`config.mk`:
```
export PLATFORM = sky130hd
export DESIGN_NAME = ucs_uart
export DESIGN_NICKNAME = d
export VERILOG_FILES = /design/src/ucs_pkg.sv /design/src/ucs_uart.sv
export VERILOG_INCLUDE_DIRS = /design/src
export SDC_FILE = /design/constraint.sdc
export NUM_CORES = 1
export LEC_CHECK = 0
export BUFFER_PORTS_ARGS = -buffer_cell sky130_fd_sc_hd__buf_2
export CORE_MARGIN = 2
export CORE_UTILIZATION = 40
export DETAILED_ROUTE_END_ITERATION = 7
export GPL_TIMING_DRIVEN = 0
export PLACE_DENSITY = 0.57
export SYNTH_ARGS = -nofsm -noshare
export SYNTH_HDL_FRONTEND = slang
export SYNTH_SLANG_ARGS = --single-unit
export TNS_END_PERCENT = 100
```
`constraint.sdc`:
```
create_clock -name sys_clk -period 3.7 [get_ports sys_clk]
set_input_delay 0.185 -clock sys_clk [delete_from_list [all_inputs] [get_ports sys_clk]]
set_output_delay 0.185 -clock sys_clk [all_outputs]
set_load 0.005 [all_outputs]
```
`src/ucs_defs.svh`:
```
// Contract
// - Control register resets zero, eight read/write fields
// - Transmit needs enable, optionally clear-to-send low
// - Bad stop bit sets framing error
// - All-zero character sets break flag
// - Receive data read clears break flag
// - Holding-empty flag high when holding register free
// - Data write clears holding-empty until moved
// - Idle flag high only when fully sent
// - Status bit shows clear-to-send input level
// - New-frame flag marks first data byte
// - Receive data read clears new-frame flag
// - Multiprocessor status resets zero, reserved read zero
// - Bit rate is clock over sixteen times divisor
// - Disabled with timer select: divisor timer interrupts
// - Received multiprocessor bit high for address byte
`ifndef UCS_DEFS_SVH
`define UCS_DEFS_SVH
`define UCS_ADDR_W 12
`define UCS_OFF_DATA 12'hF40
`define UCS_OFF_STAT0 12'hF41
`define UCS_OFF_CTL0 12'hF42
`define UCS_OFF_CTL1 12'hF43
`define UCS_OFF_STAT1 12'hF44
`define UCS_OFF_DIV_HI 12'hF46
`define UCS_OFF_DIV_LO 12'hF47
`define UCS_OFF_IST 12'hF48
`define UCS_OFF_IMASK 12'hF49
`define UCS_CTL0_RST 8'h00
`define UCS_CTL1_RST 8'h00
`define UCS_CTL1_MASK 8'hC2
`define UCS_CTL1_MP_EN 7
`define UCS_CTL1_MP_TX 6
`define UCS_CTL1_TIMER 1
`define UCS_DIV_RST 16'h0000
`define UCS_IST_RX 0
`define UCS_IST_TXE 1
`define UCS_IST_ERR 2
`define UCS_IST_TMR 3
`define UCS_SUB_MID 4'h7
`define UCS_SUB_LAST 4'hF
`define UCS_BIT_LAST 3'h7
`endif

```
`src/ucs_pkg.sv`:
```
package ucs_pkg;
    typedef enum logic [2:0] {
        UCS_IDLE = 3'h0,
        UCS_START = 3'h1,
        UCS_DATA = 3'h3,
        UCS_EXTRA = 3'h2,
        UCS_STOP = 3'h6
    } ucs_state_e;

    typedef struct packed {
        logic transmit_enable_bit;
        logic receive_enable_bit;
        logic clear_to_send_gating;
        logic parity_enable_bit;
        logic parity_odd_bit;
        logic send_break_bit;
        logic two_stop_bit;
        logic loopback_enable_bit;
    } ucs_ctl_s;

    typedef struct packed {
        ucs_state_e st;
        logic [3:0] sub;
        logic [2:0] cnt;
        logic [7:0] shift;
        logic extra;
        logic second;
        logic line;
    } ucs_tx_s;

    typedef struct packed {
        ucs_state_e st;
        logic [3:0] sub;
        logic [2:0] cnt;
        logic [7:0] shift;
        logic extra;
        logic second;
        logic zeros;
        logic ferr;
    } ucs_rx_s;

    typedef struct packed {
        ucs_ctl_s ctl;
        logic [7:0] ctl1;
        logic [15:0] baud_divisor;
        logic [15:0] cnt;
        logic [7:0] hold;
        logic hold_full;
        logic [7:0] rxd;
        logic avail;
        logic ferr;
        logic perr;
        logic ovr;
        logic brk;
        logic mpbit;
        logic first_frame_byte_flag;
        logic first_pend;
        logic [3:0] ist;
        logic [3:0] mask;
        logic [7:0] rdata;
        logic irq;
    } ucs_reg_s;
endpackage

```
`src/ucs_uart.sv`:
```
`timescale 1ns/100ps
`include "ucs_defs.svh"
module ucs_uart
    import ucs_pkg::*;
(
    input wire logic sys_clk,
    input wire logic rst_n,
    input wire logic [`UCS_ADDR_W-1:0] bus_addr,
    input wire logic [7:0] bus_wdata,
    input wire logic bus_wr,
    input wire logic bus_rd,
    output logic [7:0] bus_rdata,
    input wire logic serial_rx,
    output logic serial_tx,
    input wire logic cts_n,
    output logic irq
);
    function automatic logic hit(input logic [`UCS_ADDR_W-1:0] a,
                                 input logic [`UCS_ADDR_W-1:0] off);
        hit = (a == off);
    endfunction

    ucs_reg_s reg_q, reg_d;
    ucs_tx_s tx_q, tx_d;
    ucs_rx_s rx_q, rx_d;
    logic tick, tick16, timer_mode, tx_ok, tx_take, rx_src;
    logic rx_fin, rx_perr;
    logic rx_prev_q, rx_prev_d;

    // Baud counter: reloads from the divisor, a pulse per expiry
    assign tick = (reg_q.cnt <= 16'h0001);
    assign timer_mode = !reg_q.ctl.transmit_enable_bit
        && !reg_q.ctl.receive_enable_bit
        && reg_q.ctl1[`UCS_CTL1_TIMER];
    assign tick16 = tick && (reg_q.ctl.transmit_enable_bit
        || reg_q.ctl.receive_enable_bit);
    assign tx_ok = reg_q.ctl.transmit_enable_bit
        && (!reg_q.ctl.clear_to_send_gating || !cts_n);
    assign tx_take = (tx_q.st == UCS_IDLE) && reg_q.hold_full && tx_ok;
    assign rx_src = reg_q.ctl.loopback_enable_bit ? tx_q.line : serial_rx;

    always_comb begin
        reg_d = reg_q;
        if (!(reg_q.ctl.transmit_enable_bit || reg_q.ctl.receive_enable_bit
              || reg_q.ctl1[`UCS_CTL1_TIMER])) begin
            reg_d.cnt = reg_q.baud_divisor;
        end else if (tick) begin
            reg_d.cnt = reg_q.baud_divisor;
        end else begin
            reg_d.cnt = reg_q.cnt - 16'h0001;
        end
        reg_d.rdata = 8'h00;
        if (bus_rd) begin
            unique case (1'b1)
                hit(bus_addr, `UCS_OFF_DATA): begin
                    reg_d.rdata = reg_q.rxd;
                    reg_d.avail = 1'b0;
                    reg_d.ferr = 1'b0;
                    reg_d.perr = 1'b0;
                    reg_d.ovr = 1'b0;
                    reg_d.brk = 1'b0;
                    reg_d.first_frame_byte_flag = 1'b0;
                end
                hit(bus_addr, `UCS_OFF_STAT0): begin
                    reg_d.rdata = {reg_q.avail, reg_q.perr, reg_q.ovr,
                        reg_q.ferr, reg_q.brk, !reg_q.hold_full,
                        !reg_q.hold_full && tx_q.st == UCS_IDLE,
                        cts_n};
                end
                hit(bus_addr, `UCS_OFF_CTL0): begin
                    reg_d.rdata = reg_q.ctl;
                end
                hit(bus_addr, `UCS_OFF_CTL1): begin
                    reg_d.rdata = reg_q.ctl1;
                end
                hit(bus_addr, `UCS_OFF_STAT1): begin
                    reg_d.rdata = {6'h00, reg_q.first_frame_byte_flag, reg_q.mpbit};
                end
                hit(bus_addr, `UCS_OFF_DIV_HI): begin
                    reg_d.rdata = reg_q.baud_divisor[15:8];
                end
                hit(bus_addr, `UCS_OFF_DIV_LO): begin
                    reg_d.rdata = reg_q.baud_divisor[7:0];
                end
                hit(bus_addr, `UCS_OFF_IST): begin
                    reg_d.rdata = {4'h0, reg_q.ist};
                    reg_d.ist = 4'h0;
                end
                hit(bus_addr, `UCS_OFF_IMASK): begin
                    reg_d.rdata = {4'h0, reg_q.mask};
                end
                default: begin
                    reg_d.rdata = 8'h00;
                end
            endcase
        end
        if (tx_take) begin
            reg_d.hold_full = 1'b0;
            reg_d.ist[`UCS_IST_TXE] = 1'b1;
        end
        if (bus_wr) begin
            unique case (1'b1)
                hit(bus_addr, `UCS_OFF_DATA): begin
                    reg_d.hold = bus_wdata;
                    reg_d.hold_full = 1'b1;
                end
                hit(bus_addr, `UCS_OFF_CTL0): begin
                    reg_d.ctl = bus_wdata;
                end
                hit(bus_addr, `UCS_OFF_CTL1): begin
                    reg_d.ctl1 = bus_wdata & `UCS_CTL1_MASK;
                end
                hit(bus_addr, `UCS_OFF_DIV_HI): begin
                    reg_d.baud_divisor[15:8] = bus_wdata;
                end
                hit(bus_addr, `UCS_OFF_DIV_LO): begin
                    reg_d.baud_divisor[7:0] = bus_wdata;
                end
                hit(bus_addr, `UCS_OFF_IMASK): begin
                    reg_d.mask = bus_wdata[3:0];
                end
                default: begin
                end
            endcase
        end
        if (timer_mode && tick) begin
            reg_d.ist[`UCS_IST_TMR] = 1'b1;
        end
        // A finishing character wins over a same-cycle read clear
        if (rx_fin) begin
            reg_d.rxd = rx_q.shift;
            reg_d.ovr = reg_q.avail && !(bus_rd
                && hit(bus_addr, `UCS_OFF_DATA));
            reg_d.avail = 1'b1;
            reg_d.ferr = rx_d.ferr;
            reg_d.brk = rx_d.zeros;
            reg_d.perr = rx_perr;
            reg_d.ist[`UCS_IST_RX] = 1'b1;
            if (rx_d.ferr || rx_perr || reg_d.ovr) begin
                reg_d.ist[`UCS_IST_ERR] = 1'b1;
            end
            if (reg_q.ctl1[`UCS_CTL1_MP_EN]) begin
                reg_d.mpbit = rx_q.extra;
                if (rx_q.extra) begin
                    reg_d.first_pend = 1'b1;
                    reg_d.first_frame_byte_flag = 1'b0;
                end else begin
                    reg_d.first_frame_byte_flag = reg_q.first_pend;
                    reg_d.first_pend = 1'b0;
                end
            end else begin
                reg_d.mpbit = 1'b0;
            end
        end
        reg_d.irq = |(reg_d.ist & reg_d.mask);
    end

    always_ff @(posedge sys_clk) begin
        if (!rst_n) begin
            reg_q <= '0;
            reg_q.ctl <= `UCS_CTL0_RST;
            reg_q.ctl1 <= `UCS_CTL1_RST;
            reg_q.baud_divisor <= `UCS_DIV_RST;
        end else begin
            reg_q <= reg_d;
        end
    end

    // Transmitter
    always_comb begin
        tx_d = tx_q;
        if (tx_take) begin
            tx_d.st = UCS_START;
            tx_d.sub = 4'h0;
            tx_d.shift = reg_q.hold;
            tx_d.second = 1'b0;
            tx_d.extra = reg_q.ctl1[`UCS_CTL1_MP_EN]
                ? reg_q.ctl1[`UCS_CTL1_MP_TX]
                : (^reg_q.hold) ^ reg_q.ctl.parity_odd_bit;
        end else if (tx_q.st != UCS_IDLE && tick16) begin
            tx_d.sub = tx_q.sub + 4'h1;
            if (tx_q.sub == `UCS_SUB_LAST) begin
                unique case (tx_q.st)
                    UCS_START: begin
                        tx_d.st = UCS_DATA;
                        tx_d.cnt = 3'h0;
                    end
                    UCS_DATA: begin
                        tx_d.shift = {1'b0, tx_q.shift[7:1]};
                        tx_d.cnt = tx_q.cnt + 3'h1;
                        if (tx_q.cnt == `UCS_BIT_LAST) begin
                            tx_d.st = (reg_q.ctl.parity_enable_bit
                                || reg_q.ctl1[`UCS_CTL1_MP_EN])
                                ? UCS_EXTRA : UCS_STOP;
                        end
                    end
                    UCS_EXTRA: begin
                        tx_d.st = UCS_STOP;
                    end
                    UCS_STOP: begin
                        if (reg_q.ctl.two_stop_bit && !tx_q.second) begin
                            tx_d.second = 1'b1;
                        end else begin
                            tx_d.st = UCS_IDLE;
                        end
                    end
                    default: begin
                        tx_d.st = UCS_IDLE;
                    end
                endcase
            end
        end
        unique case (tx_d.st)
            UCS_START: tx_d.line = 1'b0;
            UCS_DATA: tx_d.line = tx_d.shift[0];
            UCS_EXTRA: tx_d.line = tx_d.extra;
            default: tx_d.line = 1'b1;
        endcase
    end

    always_ff @(posedge sys_clk) begin
        if (!rst_n) begin
            tx_q <= '0;
            tx_q.st <= UCS_IDLE;
            tx_q.line <= 1'b1;
            serial_tx <= 1'b1;
        end else begin
            tx_q <= tx_d;
            serial_tx <= tx_d.line && !reg_q.ctl.send_break_bit;
        end
    end

    // Receiver
    always_comb begin
        rx_d = rx_q;
        rx_prev_d = rx_src;
        rx_fin = 1'b0;
        rx_perr = 1'b0;
        if (!reg_q.ctl.receive_enable_bit) begin
            rx_d.st = UCS_IDLE;
        end else if (rx_q.st == UCS_IDLE) begin
            // Needs a falling edge, so a line held low is not a start
            if (rx_prev_q && !rx_src) begin
                rx_d.st = UCS_START;
                rx_d.sub = 4'h0;
                rx_d.zeros = 1'b1;
                rx_d.ferr = 1'b0;
                rx_d.second = 1'b0;
            end
        end else if (tick16) begin
            rx_d.sub = rx_q.sub + 4'h1;
            if (rx_q.st == UCS_START) begin
                if (rx_q.sub == `UCS_SUB_MID) begin
                    rx_d.st = rx_src ? UCS_IDLE : UCS_DATA;
                    rx_d.sub = 4'h0;
                    rx_d.cnt = 3'h0;
                end
            end else if (rx_q.sub == `UCS_SUB_LAST) begin
                if (rx_src) begin
                    rx_d.zeros = 1'b0;
                end
                unique case (rx_q.st)
                    UCS_DATA: begin
                        rx_d.shift = {rx_src, rx_q.shift[7:1]};
                        rx_d.cnt = rx_q.cnt + 3'h1;
                        if (rx_q.cnt == `UCS_BIT_LAST) begin
                            rx_d.st = (reg_q.ctl.parity_enable_bit
                                || reg_q.ctl1[`UCS_CTL1_MP_EN])
                                ? UCS_EXTRA : UCS_STOP;
                        end
                    end
                    UCS_EXTRA: begin
                        rx_d.extra = rx_src;
                        rx_d.st = UCS_STOP;
                    end
                    UCS_STOP: begin
                        if (!rx_src) begin
                            rx_d.ferr = 1'b1;
                        end
                        if (reg_q.ctl.two_stop_bit && !rx_q.second) begin
                            rx_d.second = 1'b1;
                        end else begin
                            rx_d.st = UCS_IDLE;
                            rx_fin = 1'b1;
                            rx_perr = reg_q.ctl.parity_enable_bit
                                && !reg_q.ctl1[`UCS_CTL1_MP_EN]
                                && (((^rx_q.shift) ^ rx_q.extra)
                                    != reg_q.ctl.parity_odd_bit);
                        end
                    end
                    default: begin
                        rx_d.st = UCS_IDLE;
                    end
                endcase
            end
        end
        if (rx_q.st == UCS_DATA && rx_q.cnt == 3'h0
            && rx_q.sub == 4'h0) begin
            rx_d.extra = 1'b0;
        end
    end

    always_ff @(posedge sys_clk) begin
        if (!rst_n) begin
            rx_q <= '0;
            rx_q.st <= UCS_IDLE;
            rx_prev_q <= 1'b1;
            bus_rdata <= 8'h00;
            irq <= 1'b0;
        end else begin
            rx_q <= rx_d;
            rx_prev_q <= rx_prev_d;
            bus_rdata <= reg_d.rdata;
            irq <= reg_d.irq;
        end
    end
endmodule
```
* Word-level counts from Yosys, hierarchy flattened
Index checks and enable logic that the tools add are counted.
** Storage, ports and cells
- Flip-flop bits (word level) :: 130
- Bits of input ports :: 26
- Output and inout port bits :: 10
- Word-level logic and storage cells :: 243
** Operators by class
- $add $sub $neg :: 5
- Magnitude comparators :: 1
- Equal/unequal tests :: 32
- Mux-type cells :: 76
- Bitwise operators :: 7
- Reductions and logical operators :: 77
** Operator list (number)
- $eq A12 B12 Y1 const B :: 9
- $pmux W8 S9 :: 1
- $mux W1 :: 34
- $mux W3 :: 11
- $mux W16 :: 2
- $mux W8 :: 3
- $reduce_and A6 Y1 :: 4
- $reduce_bool A2 Y1 :: 12
- $mux W11 :: 2
- $mux W22 :: 1
- $mux W7 :: 3
- $mux W4 :: 5
- $logic_and A1 B1 Y1 :: 19
- $eq A3 B2 Y1 const B :: 6
- $mux W18 :: 1
- $reduce_and A2 Y1 :: 9
- $le A16 B1 Y1 const B :: 1
- $reduce_xor A8 Y1 :: 2
- $sub A16 B1 Y16 const B :: 1
- $mux W15 :: 1
- $eq A3 B3 Y1 const B :: 4
- $mux W12 :: 1
- $pmux W3 S4 :: 1
- $logic_not A1 Y1 :: 11
- other kinds (28) :: 54

* Logic depth before layout (Yosys ltp)
Gate-level depths: netlist of the first run.
- Depth in word-level cells :: 17
- Mapped depth :: 10
- Gate-level depth less buffers :: 8

* Least setup slack after synthesis of the first run
Ideal clock, no wire load.
- Kind :: reg-to-reg
- Start :: register reg_q[42] (netlist name)
- End :: register reg_q[42] (netlist name)
- Library setup time :: 0.086 ns
- Arrival :: 2.044 ns
- Required time :: 3.614 ns
- Setup slack :: 1.571 ns
- Cell stages (with the launch flop) :: 11
- Path buffers :: 2
- Period minus slack after synthesis :: 2.129 ns
- Path through :: dfxtp_1 inv_1 ha_1 or2_2 and4_1 buf_2 nand2_1 o31a_1 clkbuf_1 nor2_1 a211oi_1
** On the way
- Longest elaborated chain between the ends :: 3
- Elaborated cells between the ends (all ways) :: 4
- Those cells by class :: add/sub (1); order compare (1); mux (2)
** RTL lines
- start: declaration :: RTL line ucs_uart.sv:23 : ucs_reg_s reg_q, reg_d;
- start signal: assignment :: RTL line ucs_uart.sv:165 : reg_q <= reg_d;
- $sub A16 B1 Y16 or $le A16 B1 Y1 (tied branches) :: RTL line ucs_uart.sv:50, ucs_uart.sv:31
- $mux W16 (*) :: RTL line ucs_uart.sv:47 : end else if (tick) begin
- $mux W16 (*) :: RTL line ucs_uart.sv:44 : if (!(reg_q.ctl.transmit_enable_bit || reg_q.ctl.receive_enable_bit
Mark *: on every way between the ends. The rest lies on a longest branch, timed or not.
A chain may end at the register's enable or synchronous reset.

* Worst setup path in the final report of the first run
- Start :: register reg_q[42] (netlist name)
- End :: register reg_q[55] (netlist name)
Same word-level chain as after synthesis.

==> results of run 1 <==
-- state kept, by name (all words and copies together) (netlist names) --
register	cells
rx_q	22
serial_tx	1
bus_rdata	8
reg_q	76
rx_prev_q	1
tx_q	21
irq	1
-- cell usage after synthesis, drive strengths merged, types with 12 or more instances --
cell    number  share of area, %
inv         17               1.0
nand3       38               3.1
nor2        78               4.8
a211oi      16               1.9
a21oi       72               5.6
buf         14               1.5
mux2        12               2.1
nand2      112               6.6
nor3        17               1.8
clkbuf      32               1.9
dfxtp      130                41
o21ai       22               1.8
mux2i       29               4.5
xnor2       22               3.0
-- final cells by class --
type	instances	area share [%]
Buffer	46	2.89
Inverter	17	0.862
Timing Repair Buffer	35	2.37
Clock buffer	20	6.31
Tap cell	216	3.65
Multi-Input combinational cell	564	47.3
Clock inverter	12	1.44
Sequential cell	130	35.2
-- metrics by stage --
step           util (%)  instance area (um^2)  hold slack, ns  power, W
6_report           47.1                  7400          0.0688   0.00311
5_1_grt            47.1                  7400          0.0615   0.00321
4_1_cts            47.1                  7400          0.0518   0.00313
3_5_place_dp       43.4                  6830           0.445   0.00153
3_3_place_gp       43.4                  6830           0.441   0.00153
2_1_floorplan         -                  6380           0.321   0.00148
-- how the worst max path moves through the flow --
| stage | start | end | slack, ns | cells after the start |
|---|---|---|---|---|
| after global placement | reg_q[42] | reg_q[53] | 1.06 | 10 |
| after floorplan | reg_q[42] | reg_q[42] | 1.57 | 10 |
| final | reg_q[42] | reg_q[55] | 0.99 | 10 |
| after CTS | reg_q[42] | reg_q[55] | 0.98 | 10 |
| after detailed placement | reg_q[42] | reg_q[55] | 1.01 | 10 |
| after global routing | reg_q[42] | reg_q[55] | 0.75 | 10 |
-- logic make-up (layout without fill, tap and decap cells) --
| logic type | Yosys count | after routing | synth area share, % |
|---|---|---|---|
| flip-flops | 130 | 130 | 40.8 |
| AO/OA/AOI/OAI | 155 | 155 | 15.5 |
| adder cells (fa/ha/maj) | 10 | 10 | 1.96 |
| buffers and inverters | 63 | 130 | 4.35 |
| multiplexers | 41 | 41 | 6.67 |
| XOR/XNOR | 31 | 31 | 4.47 |
| AND/OR/NAND/NOR | 327 | 327 | 26.2 |
-- critical path: cells and delay by family (launching register included) --
kind                       cells  cell delay, ns
and+or+nand+nor                4            0.77
buffers and inverters          3            0.67
AOI/OAI and AO/OA              2            0.54
DFF                            1            0.38
adders and majority gates      1            0.23
-- power groups by stage --
stage | Combinational, W | Clock (W) | Sequential, W
2_1_floorplan | 0.0000443 | 0 | 0.00143
3_3_place_gp | 0.0000940 | 0 | 0.00143
3_5_place_dp | 0.0000941 | 0 | 0.00143
4_1_cts | 0.0000945 | 0.00164 | 0.00140
5_1_grt | 0.000102 | 0.00171 | 0.00140
6_report | 0.0000958 | 0.00161 | 0.00140
-- metal layers --
layer | vias to the layer above | wire [um] | global-route usage, %
met4 | 0 | 442 | 8.79
met5 | - | 0 | 0
met1 | 2779 | 8650 | 31.3
li1 | 2804 | - | -
met3 | 35 | 1060 | 5.08
met2 | 199 | 8710 | 36.6
==> reports/summary.txt, run 1 <==
FF/Latch Area = 2600 um^2
share of layout cells above drive strength 1 = 14.7%
R2R Setup Slk = 0.99 ns
Final Net Count = 847
Non-Filler Instances = 1,040
wire per inst = 18.1 um
P_leak = 2.65 nW
drt first pass iters = 5
Hold Path End = reg_q[9]
TritonCTS clock tree = done
Syn Area/Cell = 8.43 um^2
Slew Viols, Final = 0
RR Endpoint = reg_q[55]
mapped cell area = 6380 um^2
drt drc = 0
Max FO, Critical Path = 10
dpl ws = 1.01 ns
Synthesized Nets = 793
# rows = 46
Area growth, synth to finish = 16.0%
Cell variety after synth = 72
remaining global-route overflow = 0
Tmin final = 2.71 ns
commonest non-fill, non-tap cell in the layout = dfxtp_1
FMAX = 369 MHz
chip width = 130 um
clock skew = 0.00893 ns
final setup vio count = 0
post-synthesis sequential area ratio = 40.8%
Setup WS post-layout = 0.987 ns
most frequent cells in the layout = 130 x dfxtp_1, 112 x nand2_1, 76 x nor2_1
Post-CTS Resized = 0
first-pass GRT wire length = 30.0 mm
# IOs = 36
drt total wl = 18.9 mm
Final Cycle Share = 73.3%
later-pin clock latency in the skew report = 0.42 ns
startpoint types = flop
die area = 17,000 um^2
ys flop type = dfxtp_1
share of flip-flops with an asynchronous set or reset = 0%
CP Cell Sequence = inv_1, ha_1, or2_2, and4_1, buf_2, nand2_1, o31a_1, clkbuf_1, nor2_1, a211oi_1
Hold Crit Class = in2reg
clk buf depth = 2
CP Capture Type = flop
H-tree depth = 4
EDFF count, synth = 0
ANT cells = 0
combinational power share = 3.1%
clock sink total = 130
RSZ-0062 raised after global routing = no
worst r2r src = reg_q[42]
hpwl dp = 14.0 mm
setup_tns = 0 ns
largest net degree at the start of global routing = 17
Inserted Clock Buffers = 17
GP Congestion = 0.886
Worst EP required = 4.01 ns
Sw Ratio = 22.7%
detailed-route via count = 5,817
final hold vios = 0
WS Path Type = reg2reg
worst rel slew slack = 27.1%
DP Cell Count = 1,008
total track usage = 23.2%
multi-input gate area in the final layout = 3500 um^2
R2R cell count = 10
initial drt markers = 672
Post-Synthesis Cells = 757
pwr dens = 420 nW/um^2
clock power share = 51.8%
slowest stage delay, CP = 0.40 ns
peak supply drop = 0.295 mV
Clock Tree Root = clkbuf_16
chip height = 130 um
Yosys warnings = 0
# Max-Cap Violations = 0
Initial Utilization = 40.6%
vias per inst = 5.59
flops & latches, synth = 130
remaining antenna violation count = 0
CTS Hold Buffers Added = 0
internal cell power = 0.00240 W
share of total power in sequential cells = 45.1%
Worst-path clk slew = 0.06 ns
I/O Buffers = 35
number of global-route vias before repair = 5,544
CP max-delay cell = clkbuf_1
worst-margin pin slew = 1.08 ns
crit path DAT = 3.03 ns
fill count = 1,515
status = completed
antenna violations before repair = 0
Net Switching = 0.000704 W
post-CTS setup buffer count = 0
Worst Hold Launch = rst_n
worst hold path stage count = 3
Core Region = 15,700 um^2
(Power assumes the default switching activity.)
==> inputs of run 2 (changes only) <==
==> constraint.sdc (replaced) <==
create_clock -name sys_clk -period 2.85 [get_ports sys_clk]
set_input_delay 0.1425 -clock sys_clk [delete_from_list [all_inputs] [get_ports sys_clk]]
set_output_delay 0.1425 -clock sys_clk [all_outputs]
set_load 0.005 [all_outputs]
==> run 2 against run 1 <==
Wire length is 0.17% lower. Clock power is 30% higher. Largest power group unchanged. Core utilization hardly changed. Critical path type unchanged. Via count is 0.52% lower. Worst hold slack worse by 0.042 ns. Clock skew hardly changed. Sequential share of layout area hardly changed. First-iteration DRC count is 0.15% higher. Non-clock buffer count stayed put. Flip-flop and latch count stayed put. Design area hardly changed. Critical endpoint unchanged.
==> reports/summary.txt, run 2 (same netlist as run 1, synthesis figures left out) <==
status = completed
Hold Crit Class = in2reg
CP Capture Type = flop
hpwl dp = 14.0 mm
clk buf depth = 2
clock skew = 0.00911 ns
total track usage = 23.2%
drt total wl = 18.8 mm
P_leak = 2.66 nW
R2R Setup Slk = 0.24 ns
clock sink total = 130
crit path DAT = 2.86 ns
Biggest register = reg_q
die area = 17,000 um^2
dpl ws = 0.165 ns
remaining antenna violation count = 0
drt drc = 0
ANT cells = 0
Max FO, Critical Path = 10
Inserted Clock Buffers = 17
setup_tns = 0 ns
number of global-route vias before repair = 5,544
remaining global-route overflow = 0
# Max-Cap Violations = 0
FMAX = 383 MHz
largest net degree at the start of global routing = 17
FF/Latch Area = 2600 um^2
R2R cell count = 9
Final Net Count = 847
Area growth, synth to finish = 16.0%
Slew Viols, Final = 0
# rows = 46
Hold WS = 0.0264 ns
share of layout cells above drive strength 1 = 14.9%
Worst EP required = 3.11 ns
Initial Utilization = 40.6%
Clock Tree Root = clkbuf_16
multi-input gate area in the final layout = 3500 um^2
RSZ-0062 raised after global routing = no
post-CTS setup buffer count = 0
peak supply drop = 0.383 mV
initial drt markers = 673
first-pass GRT wire length = 30.0 mm
I/O Buffers = 35
worst r2r src = reg_q[42]
Hold Path End = reg_q[86]
pwr dens = 544 nW/um^2
commonest non-fill, non-tap cell in the layout = dfxtp_1
Post-CTS Resized = 0
chip width = 130 um
later-pin clock latency in the skew report = 0.42 ns
drt first pass iters = 5
chip height = 130 um
worst-margin pin slew = 1.08 ns
CTS Hold Buffers Added = 0
final setup vio count = 0
max FFs per register = 76
fill count = 1,514
Setup WS post-layout = 0.242 ns
detailed-route via count = 5,787
wire per inst = 18.1 um
RR Endpoint = reg_q[55]
worst hold path stage count = 3
biggest regs = reg_q x76, rx_q x22, tx_q x21
startpoint types = flop
most frequent cells in the layout = 130 x dfxtp_1, 112 x nand2_1, 76 x nor2_1
Core Region = 15,700 um^2
TritonCTS clock tree = done
antenna violations before repair = 0
GP Congestion = 0.886
WS Path Type = reg2reg
final hold vios = 0
Worst Hold Launch = bus_wdata[4]
Tmin final = 2.61 ns
# IOs = 36
H-tree depth = 4
worst rel slew slack = 27.4%
Worst-path clk slew = 0.06 ns
vias per inst = 5.56
Final Cycle Share = 91.5%
run 2: per-layer routing:
metal	track usage (%)	part of all wire [%]	wire length, um	up-vias
met1	31.3	46	8670	2771
met4	8.79	2.2	406	0
met2	36.6	46	8750	183
met5	0	0	0	-
li1	-	-	-	2802
met3	5.08	5.4	1010	31
run 2: stage by stage:
step	util, %	std cells	power [W]	area (um^2)
after CTS	47.1	1040	0.00407	7400
after global routing	47.1	1040	0.00417	7400
final	47.1	1040	0.00403	7400
after global placement	43.4	1008	0.00198	6830
after floorplan	-	757	0.00192	6380
after detailed placement	43.4	1008	0.00198	6830
run 2: worst max-delay path, cell delays in order, from the launching register on:
cell and delay (ns):
dfxtp_1 0.38, inv_1 0.08, ha_1 0.23, or2_2 0.33, and4_1 0.19, buf_2 0.19
nand2_1 0.16, o31a_1 0.30, clkbuf_1 0.43, a211oi_1 0.15
run 2: worst max-delay path by stage:
| stage | start | endpoint | slack, ns | cells past startpoint |
|---|---|---|---|---|
| CTS | reg_q[42] | reg_q[55] | 0.13 | 10 |
| global route | reg_q[42] | reg_q[55] | 0.05 | 9 |
| finish | reg_q[42] | reg_q[55] | 0.24 | 9 |
| floorplan | reg_q[42] | reg_q[42] | 0.72 | 10 |
| detailed placement | reg_q[42] | reg_q[55] | 0.16 | 10 |
| global placement | reg_q[42] | reg_q[53] | 0.21 | 10 |
run 2: final cells by class:
class                           count  share of cell area [%]
Timing Repair Buffer               35                    2.37
Clock buffer                       20                    6.30
Clock inverter                     12                    1.44
Multi-Input combinational cell    564                    47.3
Tap cell                          216                    3.65
Sequential cell                   130                    35.2
Inverter                           17                   0.862
Buffer                             46                    2.92
run 2: power breakdown:
group	total (W)	switching, W	internal, W
clock network	0.00209	0.000821	0.00127
logic	0.000124	0.0000912	0.0000328
registers	0.00182	0.000000378	0.00182
total	0.00403	0.000913	0.00312
